<file path="config.mk">
export PLATFORM = sky130hd
export DESIGN_NAME = crw_window
export DESIGN_NICKNAME = d
export VERILOG_FILES = /design/src/core/crw_pkg.sv /design/src/core/crw_window.sv
export SDC_FILE = /design/constraint.sdc
export NUM_CORES = 1
export LEC_CHECK = 0
export BUFFER_PORTS_ARGS = -buffer_cell sky130_fd_sc_hd__buf_2
export CORE_MARGIN = 2
export CORE_UTILIZATION = 39
export CTS_CLUSTER_SIZE = 25
export DETAILED_ROUTE_END_ITERATION = 16
export GPL_TIMING_DRIVEN = 0
export PLACE_DENSITY = 0.7
export SLEW_MARGIN = 15
export SYNTH_ARGS = -nofsm -noshare
export SYNTH_HDL_FRONTEND = slang
export SYNTH_SLANG_ARGS = --single-unit
</file>
<file path="constraint.sdc">
create_clock -name sys_clk -period 9.45 [get_ports sys_clk]
set_input_delay 2.835 -clock sys_clk [delete_from_list [all_inputs] [get_ports sys_clk]]
set_output_delay 2.835 -clock sys_clk [all_outputs]
set_load 0.1 [all_outputs]
</file>
<file path="src/core/crw_pkg.sv">
// Package for the configuration register window: offsets, field layouts, reset values.
// Assumes an 8-bit MCU bus with multiplexed or separate address and data lines.
package crw_pkg;

  localparam int unsigned ADDR_W = 16;
  localparam int unsigned DATA_W = 8;

  // Window base is compared on the upper address byte; the lower byte is the offset.
  localparam logic [7:0] WINDOW_BASE_HI_DEFAULT = 8'hf0;

  localparam logic [7:0] OFS_A_IN    = 8'h00;
  localparam logic [7:0] OFS_B_IN    = 8'h01;
  localparam logic [7:0] OFS_A_MODE  = 8'h02;
  localparam logic [7:0] OFS_B_MODE  = 8'h03;
  localparam logic [7:0] OFS_A_OUT   = 8'h04;
  localparam logic [7:0] OFS_B_OUT   = 8'h05;
  localparam logic [7:0] OFS_A_DIR   = 8'h06;
  localparam logic [7:0] OFS_B_DIR   = 8'h07;
  localparam logic [7:0] OFS_A_DRV   = 8'h08;
  localparam logic [7:0] OFS_B_DRV   = 8'h09;
  localparam logic [7:0] OFS_C_IN    = 8'h10;
  localparam logic [7:0] OFS_D_IN    = 8'h11;
  localparam logic [7:0] OFS_C_OUT   = 8'h12;
  localparam logic [7:0] OFS_D_OUT   = 8'h13;
  localparam logic [7:0] OFS_C_DIR   = 8'h14;
  localparam logic [7:0] OFS_D_DIR   = 8'h15;
  localparam logic [7:0] OFS_C_DRV   = 8'h16;
  localparam logic [7:0] OFS_D_DRV   = 8'h17;
  localparam logic [7:0] OFS_PWR0    = 8'hb0;
  localparam logic [7:0] OFS_PWR2    = 8'hb4;
  localparam logic [7:0] OFS_MFLOCK  = 8'hc0;
  localparam logic [7:0] OFS_SECLOCK = 8'hc2;
  localparam logic [7:0] OFS_PAGE    = 8'he0;
  localparam logic [7:0] OFS_MAP     = 8'he2;

  localparam logic [7:0] RST_PORT    = 8'h00;
  localparam logic [7:0] RST_CFG     = 8'h00;
  localparam logic [7:0] READ_ZERO   = 8'h00;

  // On ports A and B only the upper nibble can be open drain; the lower one gets slew control.
  localparam logic [7:0] OD_CAPABLE_AB = 8'hf0;
  localparam logic [7:0] OD_CAPABLE_CD = 8'hff;

  // Per-port settings carried as one bundle.
  typedef struct packed {
    logic [7:0] mode;
    logic [7:0] out;
    logic [7:0] dir;
    logic [7:0] drv;
  } crw_port_cfg_t;

  // One MCU bus cycle as seen by the window.
  typedef struct packed {
    logic              sel;
    logic              wr;
    logic              rd;
    logic [7:0]        ofs;
    logic [DATA_W-1:0] wdata;
  } crw_access_t;

endpackage : crw_pkg

</file>
<file path="src/core/crw_window.sv">
// Configuration register window: port registers, power, page, space map and lock status.
// Assumes MCU strobes synchronous to sys_clk; address latch captures on the strobe level.
`timescale 1ns/1ps
`default_nettype none

// Contract
// [RQ1] Decode 256-byte window at chosen base
// [RQ2] Input register reads live pin level
// [RQ3] Ports A/B mode selects I/O or address
// [RQ4] Output register drives pins set as outputs
// [RQ5] Direction register sets each pin's direction
// [RQ6] Drive register selects open drain or slew
// [RQ7] Read-only main flash sector lock at C0
// [RQ8] Read-only security and boot lock at C2
// [RQ9] Space map places areas per area
// [RQ10] Power registers B0, B4; page at E0
// [RQ11] Chip select high disables memory blocks
// [RQ12] Latch MCU address on the strobe
// [RQ13] MCU qualifies transfers with byte enable low
// [RQ14] Reset returns port and config registers
// [RQ15] Writes to read-only or unassigned ignored
module crw_window
  import crw_pkg::*;
(
  // Clock and reset
  input  wire logic              sys_clk,
  input  wire logic              arst_n,
  // Window placement
  input  wire logic [7:0]        window_base_hi,
  // MCU bus
  input  wire logic              address_latch_strobe,
  input  wire logic [ADDR_W-1:0] mcu_addr,
  input  wire logic              chip_select_n,
  input  wire logic              byte_enable_low,
  input  wire logic              byte_enable_used,
  input  wire logic              wr_n,
  input  wire logic              rd_n,
  input  wire logic [7:0]        wdata,
  output logic      [7:0]        rdata,
  output logic                   rdata_oe,
  // Port pins
  input  wire logic [7:0]        port_a_in,
  input  wire logic [7:0]        port_b_in,
  input  wire logic [7:0]        port_c_in,
  input  wire logic [7:0]        port_d_in,
  output logic      [7:0]        port_a_out,
  output logic      [7:0]        port_a_oe,
  output logic      [7:0]        port_a_slew,
  output logic      [7:0]        port_b_out,
  output logic      [7:0]        port_b_oe,
  output logic      [7:0]        port_b_slew,
  output logic      [7:0]        port_c_out,
  output logic      [7:0]        port_c_oe,
  output logic      [7:0]        port_d_out,
  output logic      [7:0]        port_d_oe,
  // Status inputs from the flash and configuration
  input  wire logic [7:0]        main_flash_lock_in,
  input  wire logic [7:0]        security_lock_in,
  // Configuration outputs to the rest of the device
  output logic      [7:0]        power_control_0,
  output logic      [7:0]        power_control_2,
  output logic      [7:0]        memory_page_select,
  output logic      [7:0]        program_data_space_map,
  output logic                   memory_enable
);

  logic [1:0]        rst_sync_reg;
  logic              rst_n;
  logic [ADDR_W-1:0] latched_addr_reg;
  logic [ADDR_W-1:0] latched_addr_next;
  crw_port_cfg_t     cfg_a_reg, cfg_b_reg, cfg_c_reg, cfg_d_reg;
  logic [7:0]        pwr0_reg, pwr2_reg, page_reg, map_reg;
  crw_access_t       acc;
  wire logic         qualify;
  wire logic         in_window;
  logic [7:0]        rd_mux;

  // Reset release is synchronised so all registers leave reset on the same edge.
  always_ff @(posedge sys_clk or negedge arst_n) begin
    if (!arst_n) begin
      rst_sync_reg <= 2'h0;
    end else begin
      rst_sync_reg <= {rst_sync_reg[0], 1'b1};
    end
  end
  assign rst_n = rst_sync_reg[1];

  // The address is held from the strobe so a multiplexed bus can reuse the lines for data.
  assign latched_addr_next = address_latch_strobe ? mcu_addr : latched_addr_reg; // [RQ12]
  always_ff @(posedge sys_clk or negedge rst_n) begin
    if (!rst_n) begin
      latched_addr_reg <= 16'h0000;
    end else begin
      latched_addr_reg <= latched_addr_next;
    end
  end

  // When the byte enable pin is not in use, every transfer counts as qualified.
  assign qualify   = !byte_enable_used || !byte_enable_low; // [RQ13]
  assign in_window = (latched_addr_reg[15:8] == window_base_hi); // [RQ1]
  assign acc.sel   = !chip_select_n && qualify && in_window; // [RQ11]
  assign acc.wr    = acc.sel && !wr_n;
  assign acc.rd    = acc.sel && !rd_n;
  assign acc.ofs   = latched_addr_reg[7:0]; // [RQ1]
  assign acc.wdata = wdata;

  function automatic logic hit(input crw_access_t a, input logic [7:0] ofs);
    return a.wr && (a.ofs == ofs);
  endfunction : hit

  // Input, lock and unassigned offsets have no write path at all.
  always_ff @(posedge sys_clk or negedge rst_n) begin
    if (!rst_n) begin
      cfg_a_reg <= {RST_PORT, RST_PORT, RST_PORT, RST_PORT}; // [RQ14]
      cfg_b_reg <= {RST_PORT, RST_PORT, RST_PORT, RST_PORT};
      cfg_c_reg <= {RST_PORT, RST_PORT, RST_PORT, RST_PORT};
      cfg_d_reg <= {RST_PORT, RST_PORT, RST_PORT, RST_PORT};
      pwr0_reg  <= RST_CFG;
      pwr2_reg  <= RST_CFG;
      page_reg  <= RST_CFG;
      map_reg   <= RST_CFG;
    end else begin // [RQ15]
      if (hit(acc, OFS_A_MODE)) cfg_a_reg.mode <= acc.wdata; // [RQ3]
      if (hit(acc, OFS_B_MODE)) cfg_b_reg.mode <= acc.wdata; // [RQ3]
      if (hit(acc, OFS_A_OUT))  cfg_a_reg.out  <= acc.wdata; // [RQ4]
      if (hit(acc, OFS_B_OUT))  cfg_b_reg.out  <= acc.wdata; // [RQ4]
      if (hit(acc, OFS_C_OUT))  cfg_c_reg.out  <= acc.wdata; // [RQ4]
      if (hit(acc, OFS_D_OUT))  cfg_d_reg.out  <= acc.wdata; // [RQ4]
      if (hit(acc, OFS_A_DIR))  cfg_a_reg.dir  <= acc.wdata; // [RQ5]
      if (hit(acc, OFS_B_DIR))  cfg_b_reg.dir  <= acc.wdata; // [RQ5]
      if (hit(acc, OFS_C_DIR))  cfg_c_reg.dir  <= acc.wdata; // [RQ5]
      if (hit(acc, OFS_D_DIR))  cfg_d_reg.dir  <= acc.wdata; // [RQ5]
      if (hit(acc, OFS_A_DRV))  cfg_a_reg.drv  <= acc.wdata; // [RQ6]
      if (hit(acc, OFS_B_DRV))  cfg_b_reg.drv  <= acc.wdata; // [RQ6]
      if (hit(acc, OFS_C_DRV))  cfg_c_reg.drv  <= acc.wdata; // [RQ6]
      if (hit(acc, OFS_D_DRV))  cfg_d_reg.drv  <= acc.wdata; // [RQ6]
      if (hit(acc, OFS_PWR0))   pwr0_reg       <= acc.wdata; // [RQ10]
      if (hit(acc, OFS_PWR2))   pwr2_reg       <= acc.wdata; // [RQ10]
      if (hit(acc, OFS_PAGE))   page_reg       <= acc.wdata; // [RQ10]
      if (hit(acc, OFS_MAP))    map_reg        <= acc.wdata; // [RQ9]
    end
  end

  // Read selection; unassigned offsets read as zero.
  always_comb begin
    case (acc.ofs)
      OFS_A_IN:    rd_mux = port_a_in; // [RQ2]
      OFS_B_IN:    rd_mux = port_b_in; // [RQ2]
      OFS_C_IN:    rd_mux = port_c_in; // [RQ2]
      OFS_D_IN:    rd_mux = port_d_in; // [RQ2]
      OFS_A_MODE:  rd_mux = cfg_a_reg.mode;
      OFS_B_MODE:  rd_mux = cfg_b_reg.mode;
      OFS_A_OUT:   rd_mux = cfg_a_reg.out;
      OFS_B_OUT:   rd_mux = cfg_b_reg.out;
      OFS_C_OUT:   rd_mux = cfg_c_reg.out;
      OFS_D_OUT:   rd_mux = cfg_d_reg.out;
      OFS_A_DIR:   rd_mux = cfg_a_reg.dir;
      OFS_B_DIR:   rd_mux = cfg_b_reg.dir;
      OFS_C_DIR:   rd_mux = cfg_c_reg.dir;
      OFS_D_DIR:   rd_mux = cfg_d_reg.dir;
      OFS_A_DRV:   rd_mux = cfg_a_reg.drv;
      OFS_B_DRV:   rd_mux = cfg_b_reg.drv;
      OFS_C_DRV:   rd_mux = cfg_c_reg.drv;
      OFS_D_DRV:   rd_mux = cfg_d_reg.drv;
      OFS_PWR0:    rd_mux = pwr0_reg;
      OFS_PWR2:    rd_mux = pwr2_reg;
      OFS_MFLOCK:  rd_mux = main_flash_lock_in; // [RQ7]
      OFS_SECLOCK: rd_mux = security_lock_in; // [RQ8]
      OFS_PAGE:    rd_mux = page_reg;
      OFS_MAP:     rd_mux = map_reg;
      default:     rd_mux = READ_ZERO;
    endcase
  end

  // In address-output mode the pin shows the latched low address byte instead of the data.
  function automatic logic [7:0] pin_value(input logic [7:0] mode, input logic [7:0] out,
                                           input logic [7:0] addr_byte);
    return (mode & addr_byte) | (~mode & out);
  endfunction : pin_value

  // Open-drain pins drive only lows; the pad releases for a one.
  function automatic logic [7:0] pin_enable(input logic [7:0] dir, input logic [7:0] mode,
                                            input logic [7:0] od, input logic [7:0] val);
    return (dir | mode) & ~(od & val);
  endfunction : pin_enable

  wire logic [7:0] a_val = pin_value(cfg_a_reg.mode, cfg_a_reg.out, latched_addr_reg[7:0]);
  wire logic [7:0] b_val = pin_value(cfg_b_reg.mode, cfg_b_reg.out, latched_addr_reg[7:0]);
  wire logic [7:0] a_od  = cfg_a_reg.drv & OD_CAPABLE_AB & ~cfg_a_reg.mode;
  wire logic [7:0] b_od  = cfg_b_reg.drv & OD_CAPABLE_AB & ~cfg_b_reg.mode;
  wire logic [7:0] c_od  = cfg_c_reg.drv & OD_CAPABLE_CD;
  wire logic [7:0] d_od  = cfg_d_reg.drv & OD_CAPABLE_CD;

  always_ff @(posedge sys_clk or negedge rst_n) begin
    if (!rst_n) begin
      rdata       <= READ_ZERO;
      rdata_oe    <= 1'b0;
      port_a_out  <= RST_PORT;
      port_a_oe   <= RST_PORT;
      port_a_slew <= RST_PORT;
      port_b_out  <= RST_PORT;
      port_b_oe   <= RST_PORT;
      port_b_slew <= RST_PORT;
      port_c_out  <= RST_PORT;
      port_c_oe   <= RST_PORT;
      port_d_out  <= RST_PORT;
      port_d_oe   <= RST_PORT;
      power_control_0        <= RST_CFG;
      power_control_2        <= RST_CFG;
      memory_page_select     <= RST_CFG;
      program_data_space_map <= RST_CFG;
      memory_enable          <= 1'b0;
    end else begin
      rdata       <= acc.rd ? rd_mux : READ_ZERO;
      rdata_oe    <= acc.rd;
      port_a_out  <= a_val; // [RQ3]
      port_a_oe   <= pin_enable(cfg_a_reg.dir, cfg_a_reg.mode, a_od, a_val); // [RQ4]
      port_a_slew <= cfg_a_reg.drv & ~OD_CAPABLE_AB; // [RQ6]
      port_b_out  <= b_val; // [RQ3]
      port_b_oe   <= pin_enable(cfg_b_reg.dir, cfg_b_reg.mode, b_od, b_val); // [RQ4]
      port_b_slew <= cfg_b_reg.drv & ~OD_CAPABLE_AB; // [RQ6]
      port_c_out  <= cfg_c_reg.out;
      port_c_oe   <= pin_enable(cfg_c_reg.dir, RST_PORT, c_od, cfg_c_reg.out); // [RQ5]
      port_d_out  <= cfg_d_reg.out;
      port_d_oe   <= pin_enable(cfg_d_reg.dir, RST_PORT, d_od, cfg_d_reg.out); // [RQ5]
      power_control_0        <= pwr0_reg;
      power_control_2        <= pwr2_reg;
      memory_page_select     <= page_reg;
      program_data_space_map <= map_reg; // [RQ9]
      memory_enable          <= !chip_select_n; // [RQ11]
    end
  end

endmodule : crw_window

`default_nettype wire

</file>
== Word-level counts from Yosys, hierarchy flattened ==
Index checks and enable logic that the tools add are counted.

* Bitwise logic cells: 24
* Reductions and logical operators: 29
* Equality and inequality tests: 24
* Muxes and demuxes: 2

{| class="wikitable"
|+ Operators by type and width
! cell !! count
|-
| $pmux 8 s24 || 1
|-
| $and 8x8->8 || 14
|-
| $eq 8x5->1 const B || 8
|-
| $eq 8x8->1 const B || 6
|-
| $not 8->8 || 6
|-
| $eq 8x3->1 const B || 4
|-
| $or 8x8->8 || 4
|-
| $logic_and 1x1->1 || 22
|-
| $eq 8x2->1 const B || 2
|-
| $eq 8x4->1 const B || 2
|-
| $eq 8x1->1 const B || 1
|-
| $eq 8x8->1 || 1
|-
| $logic_not 8->1 || 1
|-
| $mux 8 || 1
|-
| $logic_not 1->1 || 5
|-
| $logic_or 1x1->1 || 1
|}

* Input bits: 88
* Register bits: 276

== Logic depth before layout (Yosys ltp) ==
* Word-level depth: 6
* Depth in mapped cells: 8
* Depth with buffers taken out: 5

== Least setup slack after synthesis ==
No wires, ideal clock.

* Path kind: input -> register
* From: in window_base_hi[7]
* To: reg page_reg[7]
* Setup slack: 5030 ps
* Buffers on the path: 1
* Library setup time: 128 ps
* Stages on the path: 6
* Data required time: 9322 ps
* Arrival time: 4292 ps
* Cell sequence: xnor2_1 > nand3_1 > nor4_4 > buf_4 > nand2_1 > mux2_1

* Longest elaborated chain between the ends: 4

{| class="wikitable"
|+ RTL lines
! element !! RTL line !! RTL
|-
| start, declared || crw_window.sv:29 || <nowiki>input wire logic [7:0] window_base_hi,</nowiki>
|-
| $eq 8x8->1 || crw_window.sv:100 || <nowiki>assign in_window = (latched_addr_reg[15:8] == window_base_hi);</nowiki>
|-
| $logic_and 1x1->1 || crw_window.sv:101 || <nowiki>assign acc.sel = !chip_select_n && qualify && in_window;</nowiki>
|-
| $logic_and 1x1->1 || crw_window.sv:102 || <nowiki>assign acc.wr = acc.sel && !wr_n;</nowiki>
|-
| $logic_and 1x1->1 || crw_window.sv:108 || <nowiki>return a.wr && (a.ofs == ofs);</nowiki>
|-
| end signal, assigned || crw_window.sv:139 || <nowiki>if (hit(acc, OFS_PAGE)) page_reg <= acc.wdata;</nowiki>
|-
| end, declared || crw_window.sv:72 || <nowiki>logic [7:0] pwr0_reg, pwr2_reg, page_reg, map_reg;</nowiki>
|}

Every way passes these cells.
A chain may end at the register's enable or synchronous reset.

== Final worst setup path ==
Same ends and word-level chain as after synthesis.

==> results by group <==
Placed design
  • Placer Congestion: slightly below 1
  • Final HPWL DP: about 29 mm
  • PortBufs: 200

Timing
  • # setup viols final: 0
  • Max Clock Freq: 219.6 MHz
  • Final min period: 4555 ps
  • Final hold slack: 351.0 ps
  • Slew Viols, Final: 0
  • RSZ-0062 raised after global routing: no
  • Relative slew slack: 0.09836
  • Setup TNS: 0 ps
  • Slew @ Worst Pin: ~1300 ps
  • Fin Clk Skew: around 16 ps
  • Final Hold Vio Count: 0
  • Post-route clock period utilization: 0.4820

Drt
  • DR pass1 iterations: 5
  • Drc violations: 0
  • Routed WL: 39.55 mm
  • Antenna Nets Post-Route: 0
  • DR iter-0 viols: 771
  • Vias: 8523
  • DR WL/cell: 26.02 µm
  • Vias per cell: 5.607

Layout
  • Area growth syn-to-layout: 22.48%
  • Filler cell count in the final layout: approximately 2600
  • Register area: 6910 µm²
  • Area occupied by multi-input gates: approximately 4600 µm²
  • Final Net Count: 1197
  • Layout cells sized above 1: 0.4526

Clocking
  • CTS hold repair buffers: 0
  • CTS tree: built
  • Clock transition at path regs: 60 ps
  • Number of clock buffers inserted by TritonCTS: 28
  • Clock Tree Root: clkbuf_16
  • Number of H-tree levels: 1
  • Setup Buffers After CTS: 0
  • Clock buffer depth: 3
  • Post-CTS resize count: 0
  • Clk Latency, worst-skew pair: ~550 ps
  • CTS sink cnt: 276

GRT
  • Total Routing Usage GR: 0.2511
  • Largest net degree at the start of global routing: 63
  • Initial antenna violation count: 2
  • Grt ovf: 0
  • Vias in the first global route: 8716
  • Global-route wire length before repair: 57.57 mm

Floorplanning
  • Die area: 31660 µm²
  • Core ar.: about 30000 µm²
  • Std-Cell Rows: 63
  • Die Ht: 177.9 µm
  • Initial Util: 0.3970
  • I/O Pins: 210
  • Die Width: 177.9 µm

Synth
  • Ranking of synthesized cells by area: dfrtp_1, mux2_2, mux2i_1
  • Post-synth top area cell: dfrtp_1
  • Sequential element share of the synthesized area: 0.5854
  • Mapped Cells: 866
  • Flops & latches, synth: 276
  • Post-Synth Adder-Cell Area: 0
  • Post-Synth Simple-Gate Area: 0.08367
  • Synth cell types: 73
  • Multiplexer share of the synthesized area: 0.2059
  • Post-synth EDFFs: 0
  • Avg Cell Area, Syn: 13.62 µm²
  • Syn. warnings: 0
  • Async set-reset flop share out of synthesis: 1.000
  • Largest family of logic cells by synthesized area: multiplexers
  • Post-synthesis xor/xnor area fraction: 0.005938
  • Area of the mapped netlist: around 12000 µm²
  • Synth Flop Type: dfrtp_1
  • Yosys top cell area share: 0.5854
  • Synth Area in Compound Gates: 0.09035

Pwr
  • Pleak: 0.007365 µW
  • Power Density: 181.5 nW/µm²
  • Max rail drop VDD: 117.0 µV

Worst setup path
  • Arrival @ worst endpoint: between 4000 and 5000 ps
  • CP max FO: 10
  • CP Data Required Time: 9870 ps
  • Setup crit start kind: input port
  • CP endpoint kind: flip-flop
  • WS Path Type: input port to flip-flop

Flow run
  • Maxcap violations: 0

Status
  • Status: complete, no violations

Min path
  • HP Class: flip-flop to asynchronous set/reset pin
==> synthesized netlist by cell type (8+ instances only) <==
library cell / n
mux2i_1: 29
a21oi_1: 8
a21boi_0: 19
nand3_1: 12
a22oi_1: 26
buf_4: 10
a32oi_1: 9
dfrtp_1: 276
nor3_1: 8
or2_2: 8
buf_2: 25
nor2_1: 15
o21ai_0: 13
nand2_1: 33
mux2_2: 189
xnor2_1: 8
clkbuf_1: 24
a21o_1: 8
==> worst max-delay path, cell delays in order <==
cell and delay [ps]:
buf_2 100, xnor2_1 150, nand3_1 160, nor4_4 570, buf_4 350, nand2_1 360
mux2_1 440
==> final cells by class <==
type	count	area share
buffer	64	0.02242
sequential	276	0.4782
multi-input combinational	531	0.3186
clock inverter	11	0.01143
timing repair buffer	206	0.07792
tap	390	0.03377
clock buffer	39	0.05697
inverter	2	0.0005195
antenna	1	0.0001732
==> through the flow <==
stage	utilization	setup WS, ps	instances	area (µm²)	total power [µW]
final	0.4863	4895	1520	14450	2623
after global routing	0.4862	4753	1519	14450	2705
after CTS	0.4862	4940	1519	14450	2632
after detailed placement	0.4529	4389	1469	13460	1460
after global placement	0.4480	-1627	1463	13310	1452
after floorplan	-	1189	873	11830	1357
==> cell usage in the layout (no fill, tap or decap), types with 8 or more instances in the layout <==
cell       count
a21o_1         8
nand3_1       12
a22oi_1       26
a32oi_1        9
xnor2_1        8
buf_4         12
dfrtp_1      275
o21ai_0       13
clkbuf_1      28
conb_1         9
mux2_2       189
clkbuf_16     29
nor2_1        15
buf_2        225
a21boi_0      19
nand2_1       33
a21oi_1        8
or2_2          8
mux2i_1       29
==> routing by layer <==
| metal | GRT usage | up-vias | wire length, µm |
|---|---|---|---|
| met5 | 0 | - | 13 |
| met4 | 0.09255 | 2 | 1548 |
| met3 | 0.05184 | 92 | 3177 |
| met2 | 0.3850 | 440 | 17770 |
| met1 | 0.3516 | 4304 | 17030 |
| li1 | - | 3685 | - |
==> power breakdown <==
| group | switching, µW | internal [µW] | leakage (µW) |
|---|---|---|---|
| logic | 172 | 72.4 | 0.00306 |
| clock network | 464 | 715 | 0.000486 |
| registers | 8.80 | 1190 | 0.00381 |
| total | 646 | 1980 | 0.00736 |
==> path summary, 6_finish.rpt <==
kind | slack, ps | start | cells past startpoint | end
min | 350 | rst_sync_reg[1]$_DFF_PN0_ | 0 | port_a_slew[2]$_DFF_PN0_
max in group asynchronous | 7280 | arst_n | 1 | rst_sync_reg[1]$_DFF_PN0_
max | 4900 | window_base_hi[7] | 7 | page_reg[7]$_DFFE_PN0P_
min in group sys_clk | 350 | rst_sync_reg[0]$_DFF_PN0_ | 0 | rst_sync_reg[1]$_DFF_PN0_
max reg2reg | 6090 | latched_addr_reg[3]$_DFFE_PN0P_ | 7 | rdata[1]$_DFF_PN0_
min reg2reg | 350 | rst_sync_reg[1]$_DFF_PN0_ | 0 | port_a_slew[2]$_DFF_PN0_
==> cell families (layout without fill, tap and decap cells) <==
family	count (synthesis)	count (layout)
DFF	276	276
muxes	219	219
and+or+nand+nor	153	153
AOI/OAI and AO/OA	142	142
buffers and inverters	66	322
xor gates and xnor gates	8	8
other	2	10
No activity file was read; power rests on OpenSTA's default activity.
